`src/otu_pkg.sv`:
```
// constants and types shared by the on-chip trace unit
// Behaviour
// - eight-entry capture buffer for addresses or data
// - two 16-bit comparators, optional direction qualify
// - opcode tracking triggers only on real execution, except in event modes
// - inside and outside range comparisons supported
// - comparators blind during background debug accesses
// - A compares address; B address or data
// - write data bus only when qualify=1, dir=0
// - match breaks, stores data, begins or ends
// - count of valid words; early halt shifts once
// - read high then low; low read shifts
// - event modes store bytes, low read shifts
// - trigger and next two cycles not captured
// - end trigger change-of-flow stored as last
// - disarmed low read pushes last opcode fetch address
// - taken conditional branch stores source; always/never nothing
// - indirect jump or call stores index destination
// - interrupt, returns store destination address
// - tag marks at fetch, acts on execution except in event modes
package otu_pkg;

  // ****************************************************************
  // sizes
  // ****************************************************************
  localparam int ADDR_W = 16;
  localparam int DATA_W = 8;
  localparam int FIFO_DEPTH = 8;
  localparam int CTRL_W = 16;

  // ****************************************************************
  // register byte offsets
  // ****************************************************************
  localparam logic [7:0] OFF_CMP_A = 8'h00;
  localparam logic [7:0] OFF_CMP_B = 8'h04;
  localparam logic [7:0] OFF_CTRL = 8'h08;
  localparam logic [7:0] OFF_STATUS = 8'h0c;
  localparam logic [7:0] OFF_BUF_HIGH = 8'h10;
  localparam logic [7:0] OFF_BUF_LOW = 8'h14;

  // ****************************************************************
  // control and status fields
  // ****************************************************************
  localparam int CTRL_ARM = 0;
  localparam int CTRL_TAG = 1;
  localparam int CTRL_A_QEN = 2;
  localparam int CTRL_A_SEL = 3;
  localparam int CTRL_B_QEN = 4;
  localparam int CTRL_B_SEL = 5;
  localparam int CTRL_END_TRACE = 6;
  localparam int CTRL_BRK = 7;
  localparam int CTRL_MODE_LSB = 8;
  localparam int MODE_W = 3;
  localparam int STAT_ARMED = 4;
  localparam int STAT_TAG = 5;

  localparam logic [CTRL_W-1:0] CTRL_RST = 16'h0000;
  localparam logic [ADDR_W-1:0] CMP_RST = 16'h0000;
  localparam logic [1:0] COF_SKIP = 2'h2;

  // ****************************************************************
  // types
  // ****************************************************************
  typedef enum logic [MODE_W-1:0] {
    MODE_A_ONLY,
    MODE_A_OR_B,
    MODE_A_AND_DATA,
    MODE_INSIDE,
    MODE_OUTSIDE,
    MODE_EVT_A,
    MODE_EVT_A_DATA
  } otu_mode_t;

  typedef enum logic [2:0] {
    COF_NONE,
    COF_COND_TAKEN,
    COF_BRANCH_ALWAYS,
    COF_BRANCH_NEVER,
    COF_INDIRECT,
    COF_DEST
  } otu_cof_t;

  typedef enum logic [1:0] {
    ST_IDLE,
    ST_WAIT,
    ST_STORE
  } otu_state_t;

endpackage

```
`src/otu_top.sv`:
```
// on-chip trace unit: comparators, trigger logic, capture buffer, AHB-Lite registers
`timescale 1ns/100ps
module otu_top #(
  parameter int FIFO_DEPTH = otu_pkg::FIFO_DEPTH
) (
  input wire logic clock_in,
  input wire logic reset_in,
  input wire logic hsel_in,
  input wire logic [31:0] haddr_in,
  input wire logic [1:0] htrans_in,
  input wire logic hwrite_in,
  input wire logic [2:0] hsize_in,
  input wire logic [31:0] hwdata_in,
  input wire logic hready_in,
  output logic [31:0] hrdata_out,
  output logic hreadyout_out,
  output logic hresp_out,
  input wire logic cpu_valid_in,
  input wire logic [15:0] cpu_addr_in,
  input wire logic cpu_rw_in,
  input wire logic [7:0] cpu_wdata_in,
  input wire logic [7:0] cpu_rdata_in,
  input wire logic cpu_opfetch_in,
  input wire logic cpu_exec_in,
  input wire logic [15:0] cpu_exec_addr_in,
  input wire logic cpu_flush_in,
  input wire logic [2:0] cpu_cof_kind_in,
  input wire logic [15:0] cpu_cof_src_in,
  input wire logic [15:0] cpu_cof_dst_in,
  input wire logic [15:0] cpu_hx_in,
  input wire logic background_debug_port_active_in,
  output logic cpu_break_out,
  output logic trace_armed_out
);

  // the count needs one code more than the depth to tell full from empty
  localparam int CNT_W = $clog2(FIFO_DEPTH + 1);
  localparam logic [CNT_W-1:0] CNT_FULL = CNT_W'(FIFO_DEPTH);
  localparam logic [CNT_W-1:0] CNT_ONE = CNT_W'(1);

  // ****************************************************************
  // bus slave
  // ****************************************************************
  // read data is captured at the address edge, so a read in the data phase
  // of a write still returns the old register value
  logic ph_valid_q, ph_valid_d;
  logic ph_write_q, ph_write_d;
  logic [7:0] ph_off_q, ph_off_d;
  logic [31:0] hrdata_q, hrdata_d;
  logic acc;
  logic rd_low;
  logic wr_en;

  // core state, declared here so the read mux can see it
  logic [15:0] cmp_a_q, cmp_a_d;
  logic [15:0] cmp_b_q, cmp_b_d;
  logic [otu_pkg::CTRL_W-1:0] ctrl_q, ctrl_d;
  logic [15:0] fifo_q [FIFO_DEPTH];
  logic [15:0] fifo_d [FIFO_DEPTH];
  logic [CNT_W-1:0] cnt_q, cnt_d;
  otu_pkg::otu_state_t state_q, state_d;
  logic [1:0] skip_q, skip_d;
  logic [15:0] tag_addr_q, tag_addr_d;
  logic tag_v_q, tag_v_d;
  logic [15:0] last_fetch_q, last_fetch_d;
  logic brk_q, brk_d;

  // zero wait states: the request is taken in the address phase
  assign acc = hsel_in && hready_in && htrans_in[1];
  assign rd_low = acc && !hwrite_in && (haddr_in[7:0] == otu_pkg::OFF_BUF_LOW);
  assign wr_en = ph_valid_q && ph_write_q;

  always_comb begin
    ph_valid_d = acc;
    ph_write_d = acc && hwrite_in;
    ph_off_d = acc ? haddr_in[7:0] : ph_off_q;
    hrdata_d = hrdata_q;
    if (acc && !hwrite_in) begin
      unique case (haddr_in[7:0])
        otu_pkg::OFF_CMP_A: hrdata_d = {16'h0000, cmp_a_q};
        otu_pkg::OFF_CMP_B: hrdata_d = {16'h0000, cmp_b_q};
        otu_pkg::OFF_CTRL: hrdata_d = {16'h0000, ctrl_q};
        otu_pkg::OFF_STATUS: begin
          hrdata_d = 32'h0000_0000;
          hrdata_d[CNT_W-1:0] = cnt_q;
          hrdata_d[otu_pkg::STAT_ARMED] = ctrl_q[otu_pkg::CTRL_ARM];
          hrdata_d[otu_pkg::STAT_TAG] = tag_v_q;
        end
        otu_pkg::OFF_BUF_HIGH: hrdata_d = {24'h000000, fifo_q[0][15:8]};
        otu_pkg::OFF_BUF_LOW: hrdata_d = {24'h000000, fifo_q[0][7:0]};
        default: hrdata_d = 32'h0000_0000;
      endcase
    end
  end

  always_ff @(posedge clock_in) begin
    if (reset_in) begin
      ph_valid_q <= 1'b0;
      ph_write_q <= 1'b0;
      ph_off_q <= 8'h00;
      hrdata_q <= 32'h0000_0000;
    end else begin
      ph_valid_q <= ph_valid_d;
      ph_write_q <= ph_write_d;
      ph_off_q <= ph_off_d;
      hrdata_q <= hrdata_d;
    end
  end

  // no wait states and no error response: every access completes at once
  assign hrdata_out = hrdata_q;
  assign hreadyout_out = 1'b1;
  assign hresp_out = 1'b0;

  // ****************************************************************
  // comparators
  // ****************************************************************
  otu_pkg::otu_mode_t mode;
  otu_pkg::otu_cof_t cof_kind;
  logic cmp_live, dir_ok_a, dir_ok_b;
  logic hit_a, hit_b_addr, hit_b_data, in_range;
  logic [7:0] b_data;
  logic raw_match, event_mode, trig;
  logic cof_v;
  logic [15:0] cof_addr;

  assign mode = otu_pkg::otu_mode_t'(ctrl_q[otu_pkg::CTRL_MODE_LSB +: otu_pkg::MODE_W]);
  assign cof_kind = otu_pkg::otu_cof_t'(cpu_cof_kind_in);
  // debugger cycles must never look like program activity
  assign cmp_live = cpu_valid_in && !background_debug_port_active_in;
  assign dir_ok_a = !ctrl_q[otu_pkg::CTRL_A_QEN] || (cpu_rw_in == ctrl_q[otu_pkg::CTRL_A_SEL]);
  assign dir_ok_b = !ctrl_q[otu_pkg::CTRL_B_QEN] || (cpu_rw_in == ctrl_q[otu_pkg::CTRL_B_SEL]);
  // the write bus is only valid for qualified write cycles
  // only the A direction bits pick the bus, the B bits only qualify B
  assign b_data = (ctrl_q[otu_pkg::CTRL_A_QEN] && !ctrl_q[otu_pkg::CTRL_A_SEL]) ?
                  cpu_wdata_in : cpu_rdata_in;
  assign hit_a = cmp_live && dir_ok_a && (cpu_addr_in == cmp_a_q);
  assign hit_b_addr = cmp_live && dir_ok_b && (cpu_addr_in == cmp_b_q);
  assign hit_b_data = cmp_live && dir_ok_b && (b_data == cmp_b_q[7:0]);
  // range bounds are inclusive at both ends, A is the low bound
  assign in_range = (cpu_addr_in >= cmp_a_q) && (cpu_addr_in <= cmp_b_q);
  assign event_mode = (mode == otu_pkg::MODE_EVT_A) || (mode == otu_pkg::MODE_EVT_A_DATA);

  always_comb begin
    raw_match = 1'b0;
    unique case (mode)
      otu_pkg::MODE_A_ONLY: raw_match = hit_a;
      otu_pkg::MODE_A_OR_B: raw_match = hit_a || hit_b_addr;
      otu_pkg::MODE_A_AND_DATA: raw_match = hit_a && hit_b_data;
      otu_pkg::MODE_INSIDE: raw_match = cmp_live && dir_ok_a && in_range;
      otu_pkg::MODE_OUTSIDE: raw_match = cmp_live && dir_ok_a && !in_range;
      otu_pkg::MODE_EVT_A: raw_match = hit_a;
      otu_pkg::MODE_EVT_A_DATA: raw_match = hit_a && hit_b_data;
      default: raw_match = 1'b0;
    endcase
  end

  // tag acts when the marked opcode executes, force acts on the match itself;
  // event modes capture bus data, so they always act on the matching cycle
  assign trig = (ctrl_q[otu_pkg::CTRL_TAG] && !event_mode) ?
                (tag_v_q && cpu_exec_in && (cpu_exec_addr_in == tag_addr_q)) :
                raw_match;

  // ****************************************************************
  // change-of-flow selection
  // ****************************************************************
  always_comb begin
    cof_v = 1'b0;
    cof_addr = 16'h0000;
    unique case (cof_kind)
      otu_pkg::COF_COND_TAKEN: begin
        cof_v = 1'b1;
        cof_addr = cpu_cof_src_in;
      end
      otu_pkg::COF_INDIRECT: begin
        cof_v = 1'b1;
        cof_addr = cpu_hx_in;
      end
      otu_pkg::COF_DEST: begin
        cof_v = 1'b1;
        cof_addr = cpu_cof_dst_in;
      end
      // unconditional branches carry no flow information
      otu_pkg::COF_BRANCH_ALWAYS: cof_v = 1'b0;
      otu_pkg::COF_BRANCH_NEVER: cof_v = 1'b0;
      otu_pkg::COF_NONE: cof_v = 1'b0;
      // codes 6 and 7 carry no flow change
      default: cof_v = 1'b0;
    endcase
  end

  // ****************************************************************
  // trigger sequencing and capture buffer
  // ****************************************************************
  logic push, pop, halt_shift;
  logic [15:0] push_data;
  logic disarm;

  always_comb begin
    cmp_a_d = cmp_a_q;
    cmp_b_d = cmp_b_q;
    ctrl_d = ctrl_q;
    state_d = state_q;
    skip_d = skip_q;
    cnt_d = cnt_q;
    tag_addr_d = tag_addr_q;
    tag_v_d = tag_v_q;
    last_fetch_d = last_fetch_q;
    brk_d = 1'b0;
    push = 1'b0;
    pop = 1'b0;
    halt_shift = 1'b0;
    push_data = 16'h0000;
    disarm = 1'b0;
    for (int i = 0; i < FIFO_DEPTH; i++) begin
      fifo_d[i] = fifo_q[i];
    end

    if (cmp_live && cpu_opfetch_in) begin
      last_fetch_d = cpu_addr_in;
    end

    // tag is set at fetch and dropped if the queue is flushed
    if (cpu_flush_in) begin
      tag_v_d = 1'b0;
    end else if (trig && ctrl_q[otu_pkg::CTRL_TAG]) begin
      tag_v_d = 1'b0;
    end
    // one tag latch only: a newer marked fetch replaces a pending one
    if (ctrl_q[otu_pkg::CTRL_TAG] && raw_match && cpu_opfetch_in) begin
      tag_v_d = 1'b1;
      tag_addr_d = cpu_addr_in;
    end

    unique case (state_q)
      otu_pkg::ST_IDLE: begin
        // disarmed: every low-byte read feeds the profiling stream
        if (rd_low) begin
          push = 1'b1;
          push_data = last_fetch_q;
        end
      end
      otu_pkg::ST_WAIT: begin
        if (trig) begin
          if (ctrl_q[otu_pkg::CTRL_BRK]) begin
            brk_d = 1'b1;
            disarm = 1'b1;
          end else if (event_mode) begin
            // event modes store every matching byte, no pipe delay applies
            push = 1'b1;
            push_data = {8'h00, b_data};
          end else begin
            // trigger cycle and the two after it are lost in the input pipe
            state_d = otu_pkg::ST_STORE;
            skip_d = otu_pkg::COF_SKIP;
          end
        end
      end
      otu_pkg::ST_STORE: begin
        if (skip_q != 2'h0) begin
          // only real bus cycles age the input pipe, idle clocks do not
          if (cpu_valid_in) begin
            skip_d = skip_q - 2'h1;
          end
        end else if (cof_v) begin
          push = 1'b1;
          push_data = cof_addr;
        end
        // end trace: a flow change on the trigger itself is the last entry
        if (ctrl_q[otu_pkg::CTRL_END_TRACE] && trig) begin
          disarm = 1'b1;
          if (cof_v) begin
            push = 1'b1;
            push_data = cof_addr;
          end
        end
      end
    endcase

    if (rd_low && state_q != otu_pkg::ST_IDLE) begin
      pop = 1'b1;
    end

    // push and pop together count as a push: one shift drops the port word
    // and brings in the new one; the count saturates so profiling never wraps
    if (push) begin
      if (cnt_q != CNT_FULL) begin
        cnt_d = cnt_q + CNT_ONE;
      end
      if (state_q != otu_pkg::ST_IDLE && cnt_q == CNT_FULL - CNT_ONE) begin
        disarm = 1'b1;
      end
    end else if (pop && cnt_q != '0) begin
      cnt_d = cnt_q - CNT_ONE;
    end

    if (disarm) begin
      ctrl_d[otu_pkg::CTRL_ARM] = 1'b0;
      state_d = otu_pkg::ST_IDLE;
    end

    // a software write to the control word beats a hardware disarm in the
    // same cycle, so the written ARM bit is kept while the state still drops to ST_IDLE
    if (wr_en) begin
      unique case (ph_off_q)
        otu_pkg::OFF_CMP_A: cmp_a_d = hwdata_in[15:0];
        otu_pkg::OFF_CMP_B: cmp_b_d = hwdata_in[15:0];
        otu_pkg::OFF_CTRL: begin
          ctrl_d = hwdata_in[otu_pkg::CTRL_W-1:0];
          if (hwdata_in[otu_pkg::CTRL_ARM] && !ctrl_q[otu_pkg::CTRL_ARM]) begin
            cnt_d = '0;
            skip_d = 2'h0;
            state_d = hwdata_in[otu_pkg::CTRL_END_TRACE] && !hwdata_in[otu_pkg::CTRL_BRK] ?
                      otu_pkg::ST_STORE : otu_pkg::ST_WAIT;
          end else if (!hwdata_in[otu_pkg::CTRL_ARM] && ctrl_q[otu_pkg::CTRL_ARM]) begin
            // manual halt before full leaves one extra shift behind
            // the halt leaves the count unchanged so the host can work out its dummy reads
            state_d = otu_pkg::ST_IDLE;
            halt_shift = (cnt_q != CNT_FULL);
          end
        end
        default: begin
        end
      endcase
    end

    // single shift path: new entry enters at the top, the port reads entry 0
    if (push || pop || halt_shift) begin
      for (int i = 0; i < FIFO_DEPTH - 1; i++) begin
        fifo_d[i] = fifo_q[i+1];
      end
      fifo_d[FIFO_DEPTH-1] = push ? push_data : 16'h0000;
    end
  end

  always_ff @(posedge clock_in) begin
    if (reset_in) begin
      // only reset clears the buffer; arming keeps the old words in place
      cmp_a_q <= otu_pkg::CMP_RST;
      cmp_b_q <= otu_pkg::CMP_RST;
      ctrl_q <= otu_pkg::CTRL_RST;
      state_q <= otu_pkg::ST_IDLE;
      skip_q <= 2'h0;
      cnt_q <= '0;
      tag_addr_q <= 16'h0000;
      tag_v_q <= 1'b0;
      last_fetch_q <= 16'h0000;
      brk_q <= 1'b0;
      for (int i = 0; i < FIFO_DEPTH; i++) begin
        fifo_q[i] <= 16'h0000;
      end
    end else begin
      cmp_a_q <= cmp_a_d;
      cmp_b_q <= cmp_b_d;
      ctrl_q <= ctrl_d;
      state_q <= state_d;
      skip_q <= skip_d;
      cnt_q <= cnt_d;
      tag_addr_q <= tag_addr_d;
      tag_v_q <= tag_v_d;
      last_fetch_q <= last_fetch_d;
      brk_q <= brk_d;
      for (int i = 0; i < FIFO_DEPTH; i++) begin
        fifo_q[i] <= fifo_d[i];
      end
    end
  end

  // registered break gives the core a clean one-cycle request
  assign cpu_break_out = brk_q;
  assign trace_armed_out = ctrl_q[otu_pkg::CTRL_ARM];

endmodule

```
`config.mk`:
```
export PLATFORM = sky130hd
export DESIGN_NAME = otu_top
export DESIGN_NICKNAME = d
export VERILOG_FILES = /design/src/otu_pkg.sv /design/src/otu_top.sv
export SDC_FILE = /design/constraint.sdc
export NUM_CORES = 1
export LEC_CHECK = 0
export ABC_AREA = 1
export BUFFER_PORTS_ARGS = -buffer_cell sky130_fd_sc_hd__buf_2
export CELL_PAD_IN_SITES_DETAIL_PLACEMENT = 1
export CELL_PAD_IN_SITES_GLOBAL_PLACEMENT = 1
export CORE_UTILIZATION = 41
export CTS_BUF_LIST = sky130_fd_sc_hd__clkbuf_4 sky130_fd_sc_hd__clkbuf_8
export DETAILED_ROUTE_END_ITERATION = 10
export MAX_ROUTING_LAYER = met4
export PLACE_DENSITY_LB_ADDON = 0.1
export SLEW_MARGIN = 10
export SYNTH_ARGS = -nofsm -noshare
export SYNTH_HDL_FRONTEND = slang
export SYNTH_SLANG_ARGS = --single-unit
export TNS_END_PERCENT = 50
```
`constraint.sdc`:
```
create_clock -name clock_in -period 3 [get_ports clock_in]
set_input_delay 0.6 -clock clock_in [delete_from_list [all_inputs] [get_ports clock_in]]
set_output_delay 0.6 -clock clock_in [all_outputs]
set_load 0.03 [all_outputs]
```
==> flow_summary_export.csv <==
group,metric,value,unit
floorplanning,initial_core_util,0.416,
detailed_routing,drtIter0Drc,682,
status,status,"complete, no violations",
timing,tightestPinTransition,1070,ps
detailed_routing,ant_nets,0,
placement,dpl-instance-area,13200,um2
critical_path,cp_slowest_stage_delay,350,ps
detailed_routing,via_per_inst,5.16,
detailed_routing,drc_errors,0,
critical_path,slowest_stage,"dfxtp_1",
cells_and_area,final_util,0.516,
cells_and_area,final_common_cell,"nand2_1",
critical_path,reg2reg_depth,22,
critical_path,crit_path_end,"fifo_q[1][46]",
cells_and_area,area_delta_synth_final,23.9,%
placement,gp_congestion,0.936,
timing,whs,336,ps
logic_synthesis,yosysSeqAreaShare,0.423,
critical_path,critPathCaptureType,"flop",
critical_path,crit_fanout,39,
timing,setup_tns,0,ps
clocking,cts_tree,"done",
critical_path,cp.required,3400,ps
floorplanning,die-area,28900,um2
timing,hold_violations,0,
detailed_routing,dr_total_vias,11500,
floorplanning,fp-row-count,61,
global_route,grt_usage,0.280,
logic_synthesis,avgSynthCellArea,7.22,um2
critical_path,path_depth,22,
critical_path,path_buf_inv,4,
timing,fmax,350,MHz
clocking,cts_buffer_depth,3,
critical_path,startpoint,"cmp_a_q[2]",
floorplanning,fp.dieW,170,um
global_route,grt-ovfl-total,0,
timing,drv_slew,0,
global_route,grt_pass1_vias,11600,
logic_synthesis,synth_edf_count,0,
cells_and_area,stdcell_area,14300,um2
logic_synthesis,synth-async-reset-ratio,0,
cells_and_area,fill_cells,3638,
cells_and_area,multi_input_area,5800,um2
placement,port_buffers,152,
clocking,cts_made_buffers,43,
floorplanning,fp.coreArea,27800,um2
floorplanning,die_h,170,um
clocking,cts.sinks,244,
clocking,htreeDepth,2,
hold_path,worstHoldPathType,"in2reg",
logic_synthesis,syn_inst,1600,
timing,setup_viol,0,
critical_path,cp_top_family,"simple AND/OR/NAND/NOR gates",
power,ir_drop,0.309,mV
cells_and_area,fin_nets,2033,
logic_synthesis,synth_seq_cells,244,
global_route,grt_max_degree,181,
global_route,grt_first_pass_wirelength,61100,um
timing,skew,29.3,ps
clocking,clk_latency,560,ps
cells_and_area,final-seq-area,4890,um2
cells_and_area,final_layout_size_suffix_gt1_frac,0.218,
critical_path,path_class,"reg2reg",
detailed_routing,first_pass_iters,4,
critical_path,timing.rr.end,"fifo_q[1][46]",
power,power.static_leakage,5.57,nW
critical_path,crit_chain,"inv_1 > ha_1 > nand2_1 > nor2_1 > nand2_1 > o21bai_1 > nor2_1 > nand2_1 > nand2_1 > nand2_1 > nand3_2 > nand3_2 > and2_4 > nand3_2 > nand2_4 > nand2_4 > nand3_4 > clkinv_4 > buf_4 > buf_12 > nand2_1 > a21oi_1",
run,drv_cap,0,
critical_path,r2r_start,"cmp_a_q[2]",
critical_path,r2r_setup_slack,140,ps
timing,slew_headroom,0.282,
cells_and_area,mostFrequentLayoutCells,"nand2_1 (427), a21oi_1 (253), dfxtp_1 (236)",
power,design_power_total,6.90,mW
detailed_routing,routedWlPerCell,17.9,um
critical_path,critPathMostFrequentCell,"nand2_1",
power,pwr_density_cell,482,nW/um2
placement,hpwl,29100,um
global_route,antenna_found_initial,0,
critical_path,critPathLaunchType,"flop",
clocking,path_clk_slew,60,ps
cells_and_area,antennaDiodeCount,0,
detailed_routing,totalWireLength,39800,um
critical_path,cp_data_arrival_time,3250,ps
clocking,cts_root_buf,"clkbuf_8",
timing,final.period_utilization,0.953,
logic_synthesis,syn_area,11600,um2
logic_synthesis,synthFlopType,"dfxtp_1",
logic_synthesis,ys.warnings.count,0,
logic_synthesis,post_synth_num_cell_types,43,
timing,finalCriticalPeriod,2860,ps
floorplanning,pin_count,215,
-- stage by stage --
stage	std cells	setup slack [ps]
after floorplan	1616	225
after global placement	2145	-389
after detailed placement	2145	-446
after CTS	2221	11.1
after global routing	2224	-30.4
final	2224	142
-- report_power, final --
part	leakage [nW]	switching, mW	internal, mW	total, mW
Combinational	3.13	0.323	0.180	0.503
Clock	0.467	1.40	1.74	3.14
Sequential	1.97	0.00623	3.26	3.26
Total	5.57	1.73	5.17	6.90
-- flip-flops by register name, summed over array words and instances, names as in the netlist, 2 cells and up --
signal / cells
cmp_a_q: 16
cmp_b_q: 16
cnt_q: 4
ctrl_q: 16
fifo_q: 128
hrdata_out: 16
last_fetch_q: 16
ph_off_q: 8
skip_q: 2
state_q: 2
tag_addr_q: 16
-- cell families (layout without fill, tap and decap cells) --
group	count (synthesis)	in the layout	share of synthesized area
flip-flops	244	244	0.423
XOR/XNOR	15	15	0.0114
adder cells (fa/ha/maj)	38	38	0.0411
AND/OR/NAND/NOR	671	671	0.245
buffers and inverters	236	466	0.0946
other	2	18	0.000650
AO/OA/AOI/OAI	394	394	0.185
-- cell type report --
type | count | share of cell area
Timing Repair Buffer | 260 | 0.124
Multi-Input combinational cell | 1136 | 0.405
Clock inverter | 9 | 0.00454
Tap cell | 378 | 0.0330
Clock buffer | 66 | 0.0569
Sequential cell | 244 | 0.342
Inverter | 131 | 0.0347
-- worst reg2reg max path: stages (launching register included) --
cell and delay, ps:
dfxtp_1 350, inv_1 60, ha_1 310, nand2_1 70, nor2_1 110, nand2_1 90, o21bai_1 130, nor2_1 60
nand2_1 120, nand2_1 70, nand2_1 80, nand3_2 80, nand3_2 100, and2_4 150, nand3_2 90, nand2_4 110
nand2_4 60, nand3_4 100, clkinv_4 90, buf_4 150, buf_12 160, nand2_1 90, a21oi_1 60
-- worst min-delay path by stage --
stage,from,to,slack (ps),cells after the start
global route,cpu_addr_in[0],last_fetch_q[0],310,3
global placement,ph_off_q[6],ph_off_q[6],440,2
floorplan,ph_off_q[6],ph_off_q[6],420,2
CTS,cpu_addr_in[0],last_fetch_q[0],290,3
finish,cpu_addr_in[0],last_fetch_q[0],340,3
detailed placement,ph_off_q[4],ph_off_q[4],440,2
-- Yosys cell counts, types with 14 or more instances --
library cell    n  area share
nand2_1       430        0.14
a21oi_1       256        0.11
dfxtp_1       244        0.42
inv_1         113       0.037
nor2_1         85       0.028
nand3_1        79       0.034
o21ai_0        73       0.032
clkbuf_1       56       0.018
ha_1           38       0.041
nor3_1         24       0.010
buf_4          21       0.014
nand4_1        17      0.0092
nor4_1         17      0.0092
buf_6          15       0.015
inv_2          14      0.0045
-- what timing repair did --
action / CTS / global route
endpoints found under the setup margin: 32 / 134
resized for setup: 4 / 38
gates cloned: 1 / 2
endpoints found under the hold margin: 0 / 0
pin swaps: 0 / 10
hold buffers: 0 / 0
setup buffers: 0 / 1
-- routing by layer --
| layer | up-vias | wire length [um] | track usage |
|---|---|---|---|
| li1 | 5712 | - | - |
| met1 | 5504 | 17300 | 0.336 |
| met2 | 194 | 19600 | 0.472 |
| met3 | 72 | 1670 | 0.0465 |
| met4 | 0 | 1130 | 0.102 |
| met5 | - | 0 | - |
No activity file was read; power rests on OpenSTA's default activity.
